`src/obl_pkg.sv`:
```
// Shared constants and types for the boot configuration loader.
package obl_pkg;

    // Flash location of the configuration byte and flash organisation.
    localparam logic [11:0] CFG_FLASH_ADDR = 12'h080;
    localparam int FLASH_KB = 4;
    localparam int BLOCK_BYTES = 256;
    localparam int FLASH_BLOCKS = FLASH_KB * 1024 / BLOCK_BYTES;
    localparam int BLK_W = 4;
    localparam int ADDR_W = 12;
    localparam int BLK_LSB = 8;

    // Field positions inside the configuration byte.
    localparam int CFG_FIXED_MSB = 7;
    localparam int CFG_FIXED_LSB = 5;
    localparam int CFG_PULLUP_BIT = 4;
    localparam int CFG_ROLE_BIT = 3;
    localparam int CFG_CLK_HI_BIT = 2;
    localparam int CFG_CLK_LO_BIT = 1;
    localparam int CFG_LOCK_BIT = 0;
    localparam logic [7:0] CFG_RESET = 8'hFF;

    // Register byte offsets on the AXI4-Lite bus.
    localparam logic [11:0] OFS_BOOT_CONFIG = 12'h080;
    localparam logic [11:0] OFS_STATUS = 12'h000;
    localparam logic [11:0] OFS_SLOW_OSC = 12'h004;
    localparam logic [11:0] OFS_WDT_CLK = 12'h008;
    localparam logic [11:0] OFS_PORT3_PU = 12'h00C;
    localparam logic [11:0] OFS_FL_CMD = 12'h010;
    localparam logic [11:0] OFS_FL_ADDR = 12'h014;
    localparam logic [11:0] OFS_FL_DATA = 12'h018;
    localparam logic [11:0] OFS_PROTECT = 12'h01C;
    localparam logic [11:0] OFS_SECURITY = 12'h020;

    // Bit positions inside the software registers, and AXI response codes.
    localparam int PU_RST_BIT = 4;
    localparam int SEC_CHIP_ERASE = 0;
    localparam int SEC_BLK_ERASE = 1;
    localparam int SEC_BLK_WRITE = 2;
    localparam logic [1:0] AXI_OKAY = 2'h0;
    localparam logic [1:0] AXI_SLVERR = 2'h2;

    // Loader sequence and flash operation kinds.
    typedef enum logic [1:0] {ST_FETCH, ST_HOLD, ST_RUN} obl_state_t;
    typedef enum logic [1:0] {
        OP_NONE, OP_BLK_ERASE, OP_WRITE, OP_CHIP_ERASE
    } obl_op_t;

endpackage : obl_pkg

```
`src/obl_flash_ctl.sv`:
```
// Flash operation gate: block erase, write units and protection checks.
`timescale 1ns/1ps
module obl_flash_ctl (
    // Clock and reset.
    input wire logic aclk,
    input wire logic aresetn,
    // Self-programming requests from software.
    input wire logic self_valid,
    input wire obl_pkg::obl_op_t self_op,
    input wire logic [obl_pkg::ADDR_W-1:0] self_addr,
    input wire logic [7:0] self_data,
    input wire logic [15:0] protect,
    // External programmer requests.
    input wire logic pgm_mode,
    input wire logic pgm_valid,
    input wire obl_pkg::obl_op_t pgm_op,
    input wire logic [obl_pkg::BLK_W-1:0] pgm_block,
    input wire logic [2:0] security,
    output logic pgm_ready,
    output logic pgm_refused,
    // Flash array operation port.
    output logic fl_op_valid,
    input wire logic fl_op_ready,
    output obl_pkg::obl_op_t fl_op_kind,
    output logic fl_op_block,
    output logic [obl_pkg::ADDR_W-1:0] fl_op_addr,
    output logic [7:0] fl_op_wdata,
    // Status.
    output logic busy,
    output logic self_refused
);

    logic busy_q;
    logic self_bad;
    logic pgm_bad;
    logic [obl_pkg::BLK_W-1:0] self_blk;

    // A self-programming chip erase is refused as well as an operation on a protected block.
    assign self_blk = self_addr[obl_pkg::BLK_LSB +: obl_pkg::BLK_W];
    assign self_bad = (self_op == obl_pkg::OP_CHIP_ERASE) || protect[self_blk];
    always_comb begin
        case (pgm_op)
            obl_pkg::OP_BLK_ERASE: pgm_bad = security[obl_pkg::SEC_BLK_ERASE];
            obl_pkg::OP_WRITE: pgm_bad = security[obl_pkg::SEC_BLK_WRITE];
            obl_pkg::OP_CHIP_ERASE: pgm_bad = security[obl_pkg::SEC_CHIP_ERASE];
            default: pgm_bad = 1'b1;
        endcase
    end
    assign pgm_ready = pgm_mode && !busy_q;
    assign busy = busy_q;

    // One operation in flight; it stands until the array takes it.
    always_ff @(posedge aclk) begin
        if (!aresetn) begin
            busy_q <= 1'b0;
            fl_op_kind <= obl_pkg::OP_NONE;
            fl_op_block <= 1'b0;
            fl_op_addr <= '0;
            fl_op_wdata <= 8'h00;
            pgm_refused <= 1'b0;
            self_refused <= 1'b0;
        end else begin
            pgm_refused <= 1'b0;
            self_refused <= 1'b0;
            if (busy_q) begin
                if (fl_op_ready) begin
                    busy_q <= 1'b0;
                end
            end else if (pgm_mode) begin
                if (pgm_valid && pgm_bad) begin
                    pgm_refused <= 1'b1;
                end else if (pgm_valid) begin
                    busy_q <= 1'b1;
                    fl_op_kind <= pgm_op;
                    fl_op_block <= 1'b1;
                    fl_op_addr <= {pgm_block, 8'h00};
                    fl_op_wdata <= 8'h00;
                end
            end else if (self_valid) begin
                if (self_bad) begin
                    self_refused <= 1'b1;
                end else begin
                    busy_q <= 1'b1;
                    fl_op_kind <= self_op;
                    fl_op_block <= 1'b0;
                    // Erase always targets the whole block holding the address.
                    fl_op_addr <= (self_op == obl_pkg::OP_BLK_ERASE) ?
                                  {self_blk, 8'h00} : self_addr;
                    fl_op_wdata <= self_data;
                end
            end
        end
    end
    assign fl_op_valid = busy_q;

endmodule : obl_flash_ctl

```
`src/obl_top.sv`:
```
// Boot configuration loader with AXI4-Lite registers and flash gate.
`timescale 1ns/1ps
module obl_top (
    // Clock and reset.
    input wire logic aclk,
    input wire logic aresetn,
    // AXI4-Lite write channels.
    input wire logic [11:0] s_axi_awaddr,
    input wire logic s_axi_awvalid,
    output logic s_axi_awready,
    input wire logic [31:0] s_axi_wdata,
    input wire logic [3:0] s_axi_wstrb,
    input wire logic s_axi_wvalid,
    output logic s_axi_wready,
    output logic [1:0] s_axi_bresp,
    output logic s_axi_bvalid,
    input wire logic s_axi_bready,
    // AXI4-Lite read channels.
    input wire logic [11:0] s_axi_araddr,
    input wire logic s_axi_arvalid,
    output logic s_axi_arready,
    output logic [31:0] s_axi_rdata,
    output logic [1:0] s_axi_rresp,
    output logic s_axi_rvalid,
    input wire logic s_axi_rready,
    // Configuration fetch read port.
    output logic cfg_rd_req,
    output logic [11:0] cfg_rd_addr,
    input wire logic cfg_rd_valid,
    input wire logic [7:0] cfg_rd_data,
    // Reset pin and core reset.
    input wire logic rst_pin_in,
    output logic rst_pin_pullup_en,
    output logic rst_shared_input_port,
    output logic core_rst_n,
    // Clock source and shared clock pin.
    output logic ext_clock_in_sel,
    output logic clk_shared_io_en,
    output logic cfg_clk_forbidden,
    // Low-speed oscillator, watchdog and timer clocks.
    input wire logic cpu_halt,
    input wire logic cpu_stop,
    output logic slow_osc_run,
    output logic watchdog_clk_en,
    output logic watchdog_clk_slow,
    output logic timer_clk_en,
    // External programmer.
    input wire logic pgm_mode,
    input wire logic pgm_valid,
    input wire obl_pkg::obl_op_t pgm_op,
    input wire logic [obl_pkg::BLK_W-1:0] pgm_block,
    output logic pgm_ready,
    output logic pgm_refused,
    // Flash array operation port.
    output logic fl_op_valid,
    input wire logic fl_op_ready,
    output obl_pkg::obl_op_t fl_op_kind,
    output logic fl_op_block,
    output logic [11:0] fl_op_addr,
    output logic [7:0] fl_op_wdata
);

    obl_pkg::obl_state_t state_q;
    logic [7:0] cfg_q;
    logic cfg_valid_q;
    logic slow_osc_halt_req_q;
    logic watchdog_sel_slow_q;
    logic [7:0] port3_pullup_reg_q;
    logic [11:0] fl_addr_q;
    logic [7:0] fl_data_q;
    logic [15:0] protect_q;
    logic [2:0] security_q;
    logic refused_q;
    logic aw_full_q;
    logic w_full_q;
    logic [11:0] aw_addr_q;
    logic [31:0] w_data_q;
    logic [3:0] w_strb_q;
    logic wr_fire;
    logic self_valid;
    obl_pkg::obl_op_t self_op;
    logic fl_busy;
    logic self_refused;
    logic rst_pin_role_sel;
    logic rst_pin_pullup_sel;
    logic slow_osc_lock;

    // Word-aligned register decode shared by both channels.
    function automatic logic is_reg(input logic [11:0] a, input logic [11:0] ofs);
        is_reg = (a[11:2] == ofs[11:2]);
    endfunction : is_reg

    // Fetch sequence; the pin is checked only once the byte is in hand.
    always_ff @(posedge aclk) begin
        if (!aresetn) begin
            state_q <= obl_pkg::ST_FETCH;
        end else begin
            case (state_q)
                obl_pkg::ST_FETCH: begin
                    if (cfg_rd_valid) begin
                        state_q <= rst_pin_in ? obl_pkg::ST_RUN : obl_pkg::ST_HOLD;
                    end
                end
                obl_pkg::ST_HOLD: begin
                    if (rst_pin_in) begin
                        state_q <= obl_pkg::ST_RUN;
                    end
                end
                obl_pkg::ST_RUN: state_q <= obl_pkg::ST_RUN;
                default: state_q <= obl_pkg::ST_FETCH;
            endcase
        end
    end
    assign cfg_rd_req = (state_q == obl_pkg::ST_FETCH);
    assign cfg_rd_addr = obl_pkg::CFG_FLASH_ADDR;

    // Configuration latch: loaded once per reset, no bus write reaches it.
    always_ff @(posedge aclk) begin
        if (!aresetn) begin
            cfg_q <= obl_pkg::CFG_RESET;
            cfg_valid_q <= 1'b0;
        end else if (state_q == obl_pkg::ST_FETCH && cfg_rd_valid) begin
            cfg_q <= cfg_rd_data;
            cfg_valid_q <= 1'b1;
        end
    end

    // Decoded reset pin settings.
    assign rst_pin_role_sel = cfg_q[obl_pkg::CFG_ROLE_BIT];
    assign rst_pin_pullup_sel = cfg_q[obl_pkg::CFG_PULLUP_BIT];
    assign rst_pin_pullup_en = rst_pin_role_sel ? rst_pin_pullup_sel :
                               port3_pullup_reg_q[obl_pkg::PU_RST_BIT];
    assign rst_shared_input_port = rst_pin_role_sel ? 1'b0 : rst_pin_in;
    // As a reset pin a low level holds the core in reset; as a port it does so only while the loader waits in ST_HOLD.
    assign core_rst_n = (state_q == obl_pkg::ST_RUN) &&
                        (rst_pin_in || !rst_pin_role_sel);

    // Clock source; the forbidden code falls back to the internal oscillator.
    assign ext_clock_in_sel = !cfg_q[obl_pkg::CFG_CLK_HI_BIT] &&
                              cfg_q[obl_pkg::CFG_CLK_LO_BIT];
    assign cfg_clk_forbidden = cfg_valid_q && !cfg_q[obl_pkg::CFG_CLK_HI_BIT] &&
                               !cfg_q[obl_pkg::CFG_CLK_LO_BIT];
    assign clk_shared_io_en = !ext_clock_in_sel;

    // Slow oscillator and the clocks that depend on it.
    assign slow_osc_lock = cfg_q[obl_pkg::CFG_LOCK_BIT];
    assign slow_osc_run = slow_osc_lock || !slow_osc_halt_req_q;
    assign watchdog_clk_slow = slow_osc_lock || watchdog_sel_slow_q;
    assign watchdog_clk_en = slow_osc_lock ||
                             (slow_osc_run && watchdog_sel_slow_q &&
                              !cpu_halt && !cpu_stop);
    assign timer_clk_en = slow_osc_run;

    // AXI write: address and data are taken independently, answer after both.
    assign s_axi_awready = !aw_full_q;
    assign s_axi_wready = !w_full_q;
    assign wr_fire = aw_full_q && w_full_q && !s_axi_bvalid;
    always_ff @(posedge aclk) begin
        if (!aresetn) begin
            aw_full_q <= 1'b0;
            w_full_q <= 1'b0;
            aw_addr_q <= 12'h000;
            w_data_q <= 32'h00000000;
            w_strb_q <= 4'h0;
            s_axi_bvalid <= 1'b0;
            s_axi_bresp <= obl_pkg::AXI_OKAY;
        end else begin
            if (s_axi_awvalid && !aw_full_q) begin
                aw_full_q <= 1'b1;
                aw_addr_q <= s_axi_awaddr;
            end
            if (s_axi_wvalid && !w_full_q) begin
                w_full_q <= 1'b1;
                w_data_q <= s_axi_wdata;
                w_strb_q <= s_axi_wstrb;
            end
            if (wr_fire) begin
                aw_full_q <= 1'b0;
                w_full_q <= 1'b0;
                s_axi_bvalid <= 1'b1;
                // Status up to security is one unbroken run of words, status included.
                s_axi_bresp <= (aw_addr_q[11:2] <= obl_pkg::OFS_SECURITY[11:2]) ?
                               obl_pkg::AXI_OKAY : obl_pkg::AXI_SLVERR;
            end else if (s_axi_bready) begin
                s_axi_bvalid <= 1'b0;
            end
        end
    end

    // Software registers; the configuration byte itself is read-only.
    always_ff @(posedge aclk) begin
        if (!aresetn) begin
            slow_osc_halt_req_q <= 1'b0;
            watchdog_sel_slow_q <= 1'b1;
            port3_pullup_reg_q <= 8'h00;
            fl_addr_q <= 12'h000;
            fl_data_q <= 8'h00;
            protect_q <= 16'h0000;
            security_q <= 3'h0;
        end else if (wr_fire && w_strb_q[0]) begin
            if (is_reg(aw_addr_q, obl_pkg::OFS_SLOW_OSC)) begin
                slow_osc_halt_req_q <= w_data_q[0];
            end
            if (is_reg(aw_addr_q, obl_pkg::OFS_WDT_CLK)) begin
                watchdog_sel_slow_q <= w_data_q[0];
            end
            if (is_reg(aw_addr_q, obl_pkg::OFS_PORT3_PU)) begin
                port3_pullup_reg_q <= w_data_q[7:0];
            end
            if (is_reg(aw_addr_q, obl_pkg::OFS_FL_DATA)) begin
                fl_data_q <= w_data_q[7:0];
            end
            if (is_reg(aw_addr_q, obl_pkg::OFS_FL_ADDR) && w_strb_q[1]) begin
                fl_addr_q <= w_data_q[11:0];
            end
            if (is_reg(aw_addr_q, obl_pkg::OFS_PROTECT) && w_strb_q[1]) begin
                protect_q <= w_data_q[15:0];
            end
            // Security bits only ever turn on until the next reset.
            if (is_reg(aw_addr_q, obl_pkg::OFS_SECURITY)) begin
                security_q <= security_q | w_data_q[2:0];
            end
        end
    end

    // A command register write launches one self-programming operation.
    assign self_valid = wr_fire && w_strb_q[0] && is_reg(aw_addr_q, obl_pkg::OFS_FL_CMD);
    assign self_op = obl_pkg::obl_op_t'(w_data_q[1:0]);

    // Sticky refusal flag; a new refusal wins over the clearing write.
    always_ff @(posedge aclk) begin
        if (!aresetn) begin
            refused_q <= 1'b0;
        end else if (self_refused) begin
            refused_q <= 1'b1;
        end else if (wr_fire && w_strb_q[0] && is_reg(aw_addr_q, obl_pkg::OFS_STATUS) &&
                     w_data_q[1]) begin
            refused_q <= 1'b0;
        end
    end

    // AXI read: one cycle from address acceptance to data.
    assign s_axi_arready = !s_axi_rvalid;
    always_ff @(posedge aclk) begin
        if (!aresetn) begin
            s_axi_rvalid <= 1'b0;
            s_axi_rdata <= 32'h00000000;
            s_axi_rresp <= obl_pkg::AXI_OKAY;
        end else if (s_axi_arvalid && !s_axi_rvalid) begin
            s_axi_rvalid <= 1'b1;
            s_axi_rresp <= obl_pkg::AXI_OKAY;
            if (is_reg(s_axi_araddr, obl_pkg::OFS_BOOT_CONFIG)) begin
                s_axi_rdata <= {24'h000000, cfg_q};
            end else if (is_reg(s_axi_araddr, obl_pkg::OFS_STATUS)) begin
                s_axi_rdata <= {27'h0, cfg_clk_forbidden, slow_osc_run,
                                cfg_valid_q, refused_q, fl_busy};
            end else if (is_reg(s_axi_araddr, obl_pkg::OFS_SLOW_OSC)) begin
                s_axi_rdata <= {31'h0, slow_osc_halt_req_q};
            end else if (is_reg(s_axi_araddr, obl_pkg::OFS_WDT_CLK)) begin
                s_axi_rdata <= {31'h0, watchdog_sel_slow_q};
            end else if (is_reg(s_axi_araddr, obl_pkg::OFS_PORT3_PU)) begin
                s_axi_rdata <= {24'h000000, port3_pullup_reg_q};
            end else if (is_reg(s_axi_araddr, obl_pkg::OFS_FL_ADDR)) begin
                s_axi_rdata <= {20'h00000, fl_addr_q};
            end else if (is_reg(s_axi_araddr, obl_pkg::OFS_FL_DATA)) begin
                s_axi_rdata <= {24'h000000, fl_data_q};
            end else if (is_reg(s_axi_araddr, obl_pkg::OFS_PROTECT)) begin
                s_axi_rdata <= {16'h0000, protect_q};
            end else if (is_reg(s_axi_araddr, obl_pkg::OFS_SECURITY)) begin
                s_axi_rdata <= {29'h0, security_q};
            end else begin
                s_axi_rdata <= 32'h00000000;
                s_axi_rresp <= is_reg(s_axi_araddr, obl_pkg::OFS_FL_CMD) ?
                               obl_pkg::AXI_OKAY : obl_pkg::AXI_SLVERR;
            end
        end else if (s_axi_rready) begin
            s_axi_rvalid <= 1'b0;
        end
    end

    // Flash gate for self-programming and programmer traffic.
    obl_flash_ctl u_flash (
        .aclk(aclk),
        .aresetn(aresetn),
        .self_valid(self_valid),
        .self_op(self_op),
        .self_addr(fl_addr_q),
        .self_data(fl_data_q),
        .protect(protect_q),
        .pgm_mode(pgm_mode),
        .pgm_valid(pgm_valid),
        .pgm_op(pgm_op),
        .pgm_block(pgm_block),
        .security(security_q),
        .pgm_ready(pgm_ready),
        .pgm_refused(pgm_refused),
        .fl_op_valid(fl_op_valid),
        .fl_op_ready(fl_op_ready),
        .fl_op_kind(fl_op_kind),
        .fl_op_block(fl_op_block),
        .fl_op_addr(fl_op_addr),
        .fl_op_wdata(fl_op_wdata),
        .busy(fl_busy),
        .self_refused(self_refused)
    );

    // Checks on the loader, clock gating, erase alignment and write response.
    property p_fetch_first;
        @(posedge aclk) disable iff (!aresetn) !cfg_valid_q |-> !core_rst_n;
    endproperty
    a_fetch_first: assert property (p_fetch_first) else $error("core ran before fetch");
    property p_pin_hold;
        @(posedge aclk) disable iff (!aresetn)
        (state_q == obl_pkg::ST_FETCH && cfg_rd_valid && !rst_pin_in) |=> !core_rst_n;
    endproperty
    a_pin_hold: assert property (p_pin_hold) else $error("reset released with pin low");
    property p_latch_stable;
        @(posedge aclk) disable iff (!aresetn) cfg_valid_q |=> $stable(cfg_q);
    endproperty
    a_latch_stable: assert property (p_latch_stable) else $error("config latch changed");
    property p_pullup;
        @(posedge aclk) disable iff (!aresetn)
        rst_pin_pullup_en == (cfg_q[obl_pkg::CFG_ROLE_BIT] ? cfg_q[obl_pkg::CFG_PULLUP_BIT] :
                              port3_pullup_reg_q[obl_pkg::PU_RST_BIT]);
    endproperty
    a_pullup: assert property (p_pullup) else $error("pull-up source wrong");
    property p_clk_pin;
        @(posedge aclk) disable iff (!aresetn)
        cfg_q[obl_pkg::CFG_CLK_HI_BIT] |-> (clk_shared_io_en && !ext_clock_in_sel);
    endproperty
    a_clk_pin: assert property (p_clk_pin) else $error("internal clock lost shared pin");
    property p_lock;
        @(posedge aclk) disable iff (!aresetn)
        slow_osc_lock |-> (slow_osc_run && watchdog_clk_slow && watchdog_clk_en);
    endproperty
    a_lock: assert property (p_lock) else $error("locked oscillator not forced");
    property p_wdt_gate;
        @(posedge aclk) disable iff (!aresetn)
        (!slow_osc_lock && (cpu_halt || cpu_stop || !watchdog_sel_slow_q)) |-> !watchdog_clk_en;
    endproperty
    a_wdt_gate: assert property (p_wdt_gate) else $error("watchdog clock not gated");
    property p_timer;
        @(posedge aclk) disable iff (!aresetn)
        (cpu_stop && !slow_osc_halt_req_q) |-> timer_clk_en;
    endproperty
    a_timer: assert property (p_timer) else $error("timer clock lost in stop");
    property p_erase_align;
        @(posedge aclk) disable iff (!aresetn)
        (fl_op_valid && fl_op_kind == obl_pkg::OP_BLK_ERASE) |-> (fl_op_addr[7:0] == 8'h00);
    endproperty
    a_erase_align: assert property (p_erase_align) else $error("erase not block aligned");
    property p_write_resp;
        @(posedge aclk) disable iff (!aresetn) wr_fire |=> s_axi_bvalid;
    endproperty
    a_write_resp: assert property (p_write_resp) else $error("write response missing");

endmodule : obl_top

```
`config.mk`:
```
export PLATFORM = sky130hd
export DESIGN_NAME = obl_top
export DESIGN_NICKNAME = d
export VERILOG_FILES = /design/src/obl_pkg.sv /design/src/obl_flash_ctl.sv /design/src/obl_top.sv
export SDC_FILE = /design/constraint.sdc
export NUM_CORES = 1
export LEC_CHECK = 0
export BUFFER_PORTS_ARGS = -buffer_cell sky130_fd_sc_hd__buf_2
export CORE_MARGIN = 4
export CORE_UTILIZATION = 53
export DETAILED_ROUTE_END_ITERATION = 7
export GPL_ROUTABILITY_DRIVEN = 0
export GPL_TIMING_DRIVEN = 0
export PLACE_DENSITY = 0.81
export SETUP_SLACK_MARGIN = 0.1
export SLEW_MARGIN = 5
export SYNTH_ARGS = -nofsm -noshare
export SYNTH_HDL_FRONTEND = slang
export SYNTH_SLANG_ARGS = --single-unit
```
`constraint.sdc`:
```
create_clock -name aclk -period 3.7 [get_ports aclk]
set_clock_uncertainty 0.2 [all_clocks]
set_input_delay 0.555 -clock aclk [delete_from_list [all_inputs] [get_ports aclk]]
set_output_delay 0.555 -clock aclk [all_outputs]
set_load 0.01 [all_outputs]
```
# == Yosys cells after proc, flatten, opt, wreduce, memory -nomap -nowiden ==
# Index checks and enable logic that the tools add are counted.
# totals
ff_bits,157
latch_bits,0
mem_bits_rw,0
romBits,0
inputBits,88
out_inout_bits,90
word_cells,186
n_memories,0
# classes
addsub,0
mul,0
n_div,0
order_cmp,2
n_eq_ne,29
shift,0
mux,65
bitwise_logic,5
reduce_logical,57
# op_table
cell,count
2-to-1 mux 16 bit,8
"equality test 10 x 3 -> 1 bit, second input constant",8
2-to-1 mux 12 bit,5
2-to-1 mux 8 bit,6
"equality test 10 x 2 -> 1 bit, second input constant",4
2-to-1 mux 2 bit,19
2-to-1 mux 1 bit,23
logical AND 1 bit,21
"equality test 10 x 1 -> 1 bit, second input constant",2
"equality test 10 x 4 -> 1 bit, second input constant",2
zero test 10 bit,2
AND reduction 2 bit,8
zero test 1 bit,12
"equality test 10 x 6 -> 1 bit, second input constant",1
"<= comparator 10 x 4 -> 1 bit, second input constant",1
"equality test 2 bit, second input constant",4
nonzero test 2 bit,4
"equality test 2 x 1 -> 1 bit, second input constant",3
"!= test 2 bit, second input constant",3
one-hot mux 2 bit (3 select lines),1
logical OR 1 bit,5
"< comparator 4 x 5 -> 1 bit, second input constant",1
AND reduction 5 bit,1
binary-select mux 1 bit (select 4 bit),1
other kinds (9),13

# == Depth between registers and ports, before layout ==
# Gate-level depths: netlist of run 1.
# logic_depth
ltp_word,11
ltp_mapped,8
ltp_nobuf,6

# == Hierarchy ==
# From an unflattened synthesis of run 1, not the netlist that was laid out.
# hier_totals
cells_unflattened,749
area_unflattened_um2,6475.0
# by_module_without_submodules
module,n_inst,cells_per_inst,area_per_inst_um2,seq_area_each_um2
obl_top,1,606,5103.6,2222.1
obl_flash_ctl,1,143,1371.3,520.5

# == Worst setup path after synthesis of run 1 ==
# Ideal clock, no wire load.
# synth_timing
kind,register -> register
start,register fl_addr_q[10]
end,register u_flash.fl_op_addr[4] in the netlist's numbering
setup_time_ns,0.072
arrival_time_ns,2.358
t_required_ns,3.428
setup_slack_ns,1.070
path_stages_with_launch,9
n_path_buf,3
period_less_slack_ns,2.630
cell_sequence,dfxtp_1 buf_6 mux4_1 mux4_2 a2111o_1 buf_6 nand2_8 buf_12 mux2i_1
# synth_via
elab_chain_len,5
# synth_lines
element,line,source
start: declaration,obl_top.sv:69,logic [11:0] fl_addr_q;
start signal: assignment,obl_top.sv:214,fl_addr_q <= w_data_q[11:0];
binary-select mux 1 bit (select 4 bit),obl_flash_ctl.sv:40,assign self_bad = (self_op == obl_pkg::OP_CHIP_ERASE) || protect[self_blk];
2-to-1 mux 1 bit (implied by the code),obl_flash_ctl.sv:40,
logical OR 1 bit,obl_flash_ctl.sv:40,
!= test 2 bit (no line),--,
AND reduction 5 bit (no line),--,
end signal: assignment,obl_flash_ctl.sv:76,"fl_op_addr <= {pgm_block, 8'h00};"
end signal: assignment,obl_flash_ctl.sv:87,fl_op_addr <= (self_op == obl_pkg::OP_BLK_ERASE) ?
end: declaration,obl_flash_ctl.sv:26,"output logic [obl_pkg::ADDR_W-1:0] fl_op_addr,"
# No other way between the ends. The select of a mux whose other input is x is not followed.
# A chain may end at the register's enable or synchronous reset.

# == Final worst setup path of run 1 ==
# layout_timing
start,register aw_addr_q[6]
end,register fl_addr_q[8]
# layout_via
elab_chain_len,3
# layout_lines
element,line,source
start: declaration,obl_top.sv:76,logic [11:0] aw_addr_q;
start signal: assignment,obl_top.sv:170,aw_addr_q <= s_axi_awaddr;
equality test 10 x 3 -> 1 bit,obl_top.sv:90,is_reg = (a[11:2] == ofs[11:2]);
logical AND 1 bit,obl_top.sv:213,"if (is_reg(aw_addr_q, obl_pkg::OFS_FL_ADDR) && w_strb_q[1]) begin"
AND reduction 2 bit (no line),--,
# No other way between the ends.

==> impl_metrics.yaml, run 1 <==
worst_setup_path:
  crit_required_ns: 3.81
  path_delay_family: "simple AND/OR/NAND/NOR gates"
  crit_buf_inv: 1
  endpoint_kind: "flop"
  startpoint_type: "flop"
  arrival_ns: 3.15
  path_cells: "nor4_1 > nand4_1 > nor3_1 > buf_2 > mux2i_1 > nor2b_1"
  r2r_cells: 6
  worst_path_max_delay_cell: "nor3_1"
  rrSetupSlack_ns: 0.66
  slowest_delay_ns: 0.72
  path_max_fanout: 10
  worst-setup-path-type: "flop to flop"
  r2r-end: "fl_addr_q[8]"
  rr_startpoint: "aw_addr_q[6]"
yosys:
  synth_cells: 764
  synth.cell_area_um2: 6520
  ys_top_cells_by_area: "dfxtp_1 42%, nand2_1 9.7%, mux2i_1 6.4%, a21boi_1 5.4%, buf_4 3.6%"
  synth.distinct_cells: 58
  yosysWarningCount: 0
  synth_edf_count: 0
  synthFlopType: "dfxtp_1"
  yosys_register_bits: 137
  syn_area_per_cell_um2: 8.53
  synth_top_area_frac: 0.421
  synthArstFlopShare: 0
  synth_top_cell_by_area: "dfxtp_1"
  ys_seq_area_frac: 0.421
floorplan:
  die_height_um: 119
  die_x_um: 119
  rows: 40
  fp.coreArea_um2: 12000
  ios: 178
  start_util: 0.543
  dieArea_um2: 14100
clock_tree:
  clock_path_buffers: 2
  cts_buffers: 17
  clk_pin_slew_ns: 0.06
  cts_tree: "done"
  htree_num_levels: 4
  post_cts_resize_count: 0
  cts.sinks: 137
  post-cts-setup-buffers: 0
  clk_latency_ns: 0.43
  ctsRootBufferMaster: "clkbuf_16"
  holdBufCountCts: 0
min_path:
  hold_path_class: "primary input to flop"
  hold_depth: 3
  holdCritStartpoint: "cfg_rd_data[6]"
  min_to: "cfg_q[6]"
flow_run:
  max_cap_violations: 0
layout:
  drive_gt1_frac: 0.216
  mostFrequentLayoutCells: "168 x nand2_1, 137 x dfxtp_1, 125 x buf_2"
  antennaDiodeCount: 0
  layout_commonest_cell: "nand2_1"
  nets: 1027
  fill_cells: 1032
  area_growth_pct: 22.9
drt:
  wire_per_inst_um: 16.3
  via_count: 5909
  first_iter_violations: 424
  wirelength_mm: 17.8
  remaining_drc_errors: 0
  ant_nets: 0
  dr.pass1.iters: 5
  vias_per_cell: 5.40
timing:
  drv_slew: 0
  maxSlewHeadroom: 0.278
  hold_violations: 0
  layout_setup_ws_ns: 0.665
  fmax_ghz: 0.329
  tightest_slew_ns: 1.08
  rsz0062_at_grt: "no"
  period_share: 0.820
  fin_tns_setup_ns: 0
  setup_viol: 0
  period_needed_ns: 3.04
global_route:
  grt_max_degree: 17
  grt_overflow: 0
  grt_usage: 0.250
  grt_pass1_vias: 5466
  antenna_found_initial: 0
  grt_pass1_wl_mm: 28.0
outcome:
  status: "finished clean"
power_and_ir_drop:
  internal_power_w: 0.00269
  leakage_nw: 3.27
  ir_drop_mv: 0.326
  swShare: 0.248
  p_sw_w: 0.000891
  pwr-share-seq: 0.436
  power_density_nw_per_um2: 447
  clockPowerShare: 0.462
  p_comb_frac: 0.102
place:
  port_buffers: 124
  detailedPlacementHpwl_mm: 13.4
  dp_slack_ns: 0.713
## cells in the mapped netlist, types with 6 or more instances
library cell	number
nor3_1	11
inv_1	13
a21boi_0	21
clkbuf_1	39
o21ai_1	6
buf_4	31
mux2i_1	42
dfxtp_1	137
nand3_1	29
o211ai_1	6
nand3b_1	8
nor2_1	27
a21boi_1	47
o21ai_0	11
nand2_1	168
nand2b_1	16
a21oi_1	30
nor2b_1	34
## kinds of logic (layout without fill, tap and decap cells)
group | after synthesis | in the layout | synth area share
compound gates | 151 | 151 | 0.160
fa+ha+maj | 4 | 4 | 0.00768
buf+inv | 90 | 246 | 0.0746
flops | 137 | 137 | 0.421
mux | 53 | 53 | 0.0938
other cells | 2 | 30 | 0.00115
simple gates | 327 | 327 | 0.242
## tightest hold or removal path, delay by kind of cell
family	cells	cell delay, ns
simple gates	2	0.10
buf+inv	1	0.07
## metrics by stage
step                instance area, um^2  cells  hold slack [ns]  power [W]   util
floorplan                          6630    792            0.226    0.00182      -
global placement                   7430   1063            0.233    0.00195  0.619
detailed placement                 7430   1063            0.239    0.00196  0.619
CTS                                8010   1095            0.122    0.00361  0.667
global route                       8020   1095            0.149    0.00371  0.667
finish                             8020   1095            0.139    0.00358  0.667
## layer usage
metal / up-vias / track usage / share of wire
met3: 22 / 0.0613 / 0.073
met1: 2746 / 0.326 / 0.44
li1: 2914 / - / -
met2: 227 / 0.406 / 0.47
met4: 0 / 0.0883 / 0.016
met5: - / 0 / 0
## cell type report
class	count	area, um^2	share of cell area
clock inverters	13	126	0.0158
multi-input cells	565	3400	0.424
repair buffers	124	621	0.0774
clock buffers	19	453	0.0565
plain buffers	77	438	0.0546
well taps	147	184	0.0229
inverters	13	48.8	0.00609
flip-flops and latches	137	2740	0.342
## flip-flops by register name, summed over array words and instances (netlist names), 2 cells and up
signal / count
aw_addr_q: 10
cfg_q: 8
fl_addr_q: 12
fl_data_q: 8
port3_pullup_reg_q: 8
protect_q: 16
s_axi_rdata: 16
security_q: 3
state_q: 2
u_flash.fl_op_addr: 12
u_flash.fl_op_kind: 2
u_flash.fl_op_wdata: 8
w_data_q: 16
w_strb_q: 2
## power groups by stage
| stage | clock [W] | sequential (W) | combinational [W] |
|---|---|---|---|
| after floorplan | 0 | 0.00158 | 0.000238 |
| after global placement | 0 | 0.00159 | 0.000356 |
| after detailed placement | 0 | 0.00159 | 0.000362 |
| after CTS | 0.00168 | 0.00156 | 0.000364 |
| after global routing | 0.00173 | 0.00157 | 0.000407 |
| final | 0.00166 | 0.00156 | 0.000367 |
## worst max-delay path by stage
stage / end / slack (ns) / from / cells after the start
2_1_floorplan: u_flash.fl_op_addr[4] / 1.07 / fl_addr_q[10] / 8
5_1_grt: fl_addr_q[8] / 0.60 / aw_addr_q[6] / 6
6_report: fl_addr_q[8] / 0.66 / aw_addr_q[6] / 6
4_1_cts: port3_pullup_reg_q[5] / 0.75 / aw_addr_q[6] / 5
3_5_place_dp: s_axi_rdata[5] / 0.71 / s_axi_araddr[8] / 7
3_3_place_gp: s_axi_rdata[6] / 0.77 / s_axi_araddr[8] / 7
No activity file was read; power rests on OpenSTA's default activity.
==> inputs of run 2 (changes only) <==
--- a/config.mk
+++ b/config.mk
@@ -7,11 +7,11 @@
 export LEC_CHECK = 0
 export BUFFER_PORTS_ARGS = -buffer_cell sky130_fd_sc_hd__buf_2
 export CORE_MARGIN = 4
-export CORE_UTILIZATION = 53
+export CORE_UTILIZATION = 48
 export DETAILED_ROUTE_END_ITERATION = 7
 export GPL_ROUTABILITY_DRIVEN = 0
 export GPL_TIMING_DRIVEN = 0
-export PLACE_DENSITY = 0.81
+export PLACE_DENSITY = 0.77
 export SETUP_SLACK_MARGIN = 0.1
 export SLEW_MARGIN = 5
 export SYNTH_ARGS = -nofsm -noshare
==> constraint.sdc (replaced) <==
create_clock -name aclk -period 2.5 [get_ports aclk]
set_clock_uncertainty 0.2 [all_clocks]
set_input_delay 0.375 -clock aclk [delete_from_list [all_inputs] [get_ports aclk]]
set_output_delay 0.375 -clock aclk [all_outputs]
set_load 0.01 [all_outputs]
==> run 2 against run 1 <==
  * The flow now finishes with violations (setup timing)
  * Via count increased by 2.9%
  * Fmax increased by 15%
  * First-iteration DRC count decreased by 9.9%
  * Wire length increased by 4.6%
  * Critical path depth increased by 2
  * Global-route usage decreased by 1.7 points
  * Die area increased by 9.7%
==> impl_metrics.yaml, run 2 (synthesized netlist as in run 1, its figures left out) <==
outcome:
  status: "finished, violations left"
  failed_checks: "setup timing"
power_and_ir_drop:
  swShare: 0.241
  p_sw_w: 0.00127
  pwr-share-seq: 0.439
  clockPowerShare: 0.449
  leakage_nw: 3.43
  ir_drop_mv: 0.427
  p_comb_frac: 0.113
  internal_power_w: 0.00401
  power_density_nw_per_um2: 627
drt:
  via_count: 6083
  wirelength_mm: 18.6
  remaining_drc_errors: 0
  first_iter_violations: 382
  dr.pass1.iters: 5
  vias_per_cell: 5.27
  wire_per_inst_um: 16.1
  ant_nets: 0
floorplan:
  ios: 178
  start_util: 0.490
  die_height_um: 125
  rows: 42
  die_x_um: 125
  dieArea_um2: 15500
  fp.coreArea_um2: 13300
min_path:
  min_to: "aw_addr_q[6]"
  hold_depth: 3
  hold_path_class: "primary input to flop"
  holdCritStartpoint: "s_axi_awaddr[6]"
clock_tree:
  ctsRootBufferMaster: "clkbuf_16"
  htree_num_levels: 4
  clock_path_buffers: 2
  clk_latency_ns: 0.43
  cts_tree: "done"
  cts_buffers: 17
  clk_pin_slew_ns: 0.05
  cts.sinks: 137
worst_setup_path:
  path_cells: "buf_6 > mux4_2 > mux4_2 > a2111o_1 > buf_6 > nand2_8 > clkbuf_16 > mux2i_1"
  path_delay_family: "multiplexers"
  crit_buf_inv: 3
  startpoint_type: "flop"
  path_max_fanout: 6
  r2r-end: "u_flash.fl_op_addr[10]"
  r2r_cells: 8
  slowest_delay_ns: 0.51
  rr_startpoint: "fl_addr_q[10]"
  worst_path_max_delay_cell: "mux4_2"
  crit_required_ns: 2.66
  endpoint_kind: "flop"
  worst-setup-path-type: "flop to flop"
  arrival_ns: 2.79
  rrSetupSlack_ns: -0.13
timing:
  fmax_ghz: 0.380
  period_needed_ns: 2.63
  setup_viol: 22
  hold_violations: 0
  maxSlewHeadroom: 0.290
  rsz0062_at_grt: "yes"
  tightest_slew_ns: 1.06
  layout_setup_ws_ns: -0.132
  period_share: 1.05
  drv_slew: 0
layout:
  antennaDiodeCount: 0
  layout_commonest_cell: "nand2_1"
  drive_gt1_frac: 0.225
  postLayoutCoreUtil: 0.633
  nets: 1059
  area_growth_pct: 29.1
  fin_area_um2: 8420
  mostFrequentLayoutCells: "167 x nand2_1, 135 x dfxtp_1, 124 x buf_2"
  top_regs: "protect_q: 16 flops, s_axi_rdata: 16 flops, w_data_q: 16 flops"
global_route:
  antenna_found_initial: 0
  grt_pass1_wl_mm: 29.2
  grt_overflow: 0
  grt_pass1_vias: 5697
  grt_usage: 0.234
  grt_max_degree: 17
place:
  port_buffers: 124
  detailedPlacementHpwl_mm: 13.7
  placed_cell_area_um2: 7460
flow_run:
  max_cap_violations: 0
[run 2: changes by cell type in the layout (fill, tap and decap cells not counted), moves of 3 or more]
| cell | before | now |
|---|---|---|
| buf_4 | 31 | 35 |
| clkbuf_8 | 2 | 5 |
| mux4_1 | 3 | 0 |
| dlygate4sd3_1 | 0 | 24 |
| clkinvlp_4 | 3 | 0 |
| mux4_2 | 2 | 5 |
| clkbuf_1 | 39 | 42 |
| clkinv_2 | 7 | 1 |
| clkbuf_2 | 0 | 3 |
[run 2: layout make-up]
type	count	area (um^2)
clock inverter	2	35.0
sequential	137	2750
inverter	13	48.8
fill	1151	4880
timing repair buffer	156	958
buffer	77	444
tap	176	220
multi-input combinational	565	3450
clock buffer	28	517
[run 2: timing repair]
| action | CTS | global route |
|---|---|---|
| cloned | 0 | 1 |
| endpoints found under the hold margin | 22 | 1 |
| setup buffers | 6 | 1 |
| setup endpoints to repair | 69 | 61 |
| pin swaps | 4 | 4 |
| resized for setup | 10 | 11 |
| hold buffers | 23 | 1 |
[run 2: tightest hold or removal path, stage by stage]
cell,delay (ns)
buf_2,0.10
nand2_1,0.04
a21boi_0,0.06
[run 2: worst max-delay path by stage]
stage | startpoint | end | cells after the start
finish | fl_addr_q[10] | u_flash.fl_op_addr[10] | 8
global route | fl_addr_q[10] | u_flash.fl_op_addr[9] | 8
CTS | fl_addr_q[10] | u_flash.fl_op_addr[10] | 8
detailed placement | aw_addr_q[6] | protect_q[12] | 6
global placement | aw_addr_q[6] | fl_addr_q[10] | 6
floorplan | fl_addr_q[10] | u_flash.fl_op_addr[4] | 8
[run 2: stage by stage]
stage	hold slack, ns	setup WS (ns)	setup TNS (ns)	cells	power, W
2_1_floorplan	0.226	-0.0221	-0.198	792	0.00270
3_3_place_gp	0.234	-0.351	-14.54	1092	0.00289
3_5_place_dp	0.243	-0.384	-15.78	1092	0.00290
4_1_cts	0.000729	-0.118	-1.59	1151	0.00526
5_1_grt	-0.00434	-0.210	-3.63	1154	0.00547
6_report	0.00279	-0.132	-1.76	1154	0.00528
[run 2: power groups by stage]
stage	clock (W)	sequential, W	combinational, W
global route	0.00249	0.00232	0.000656
finish	0.00237	0.00232	0.000595
detailed placement	0	0.00236	0.000539
floorplan	0	0.00235	0.000353
global placement	0	0.00236	0.000529
CTS	0.00237	0.00231	0.000576
[run 2: metal layers]
metal,up-vias,wire [um],track usage
li1,2967,-,-
met1,2807,8060,0.305
met2,262,8450,0.365
met3,47,1580,0.0639
met4,0,531,0.0993
met5,-,0,0
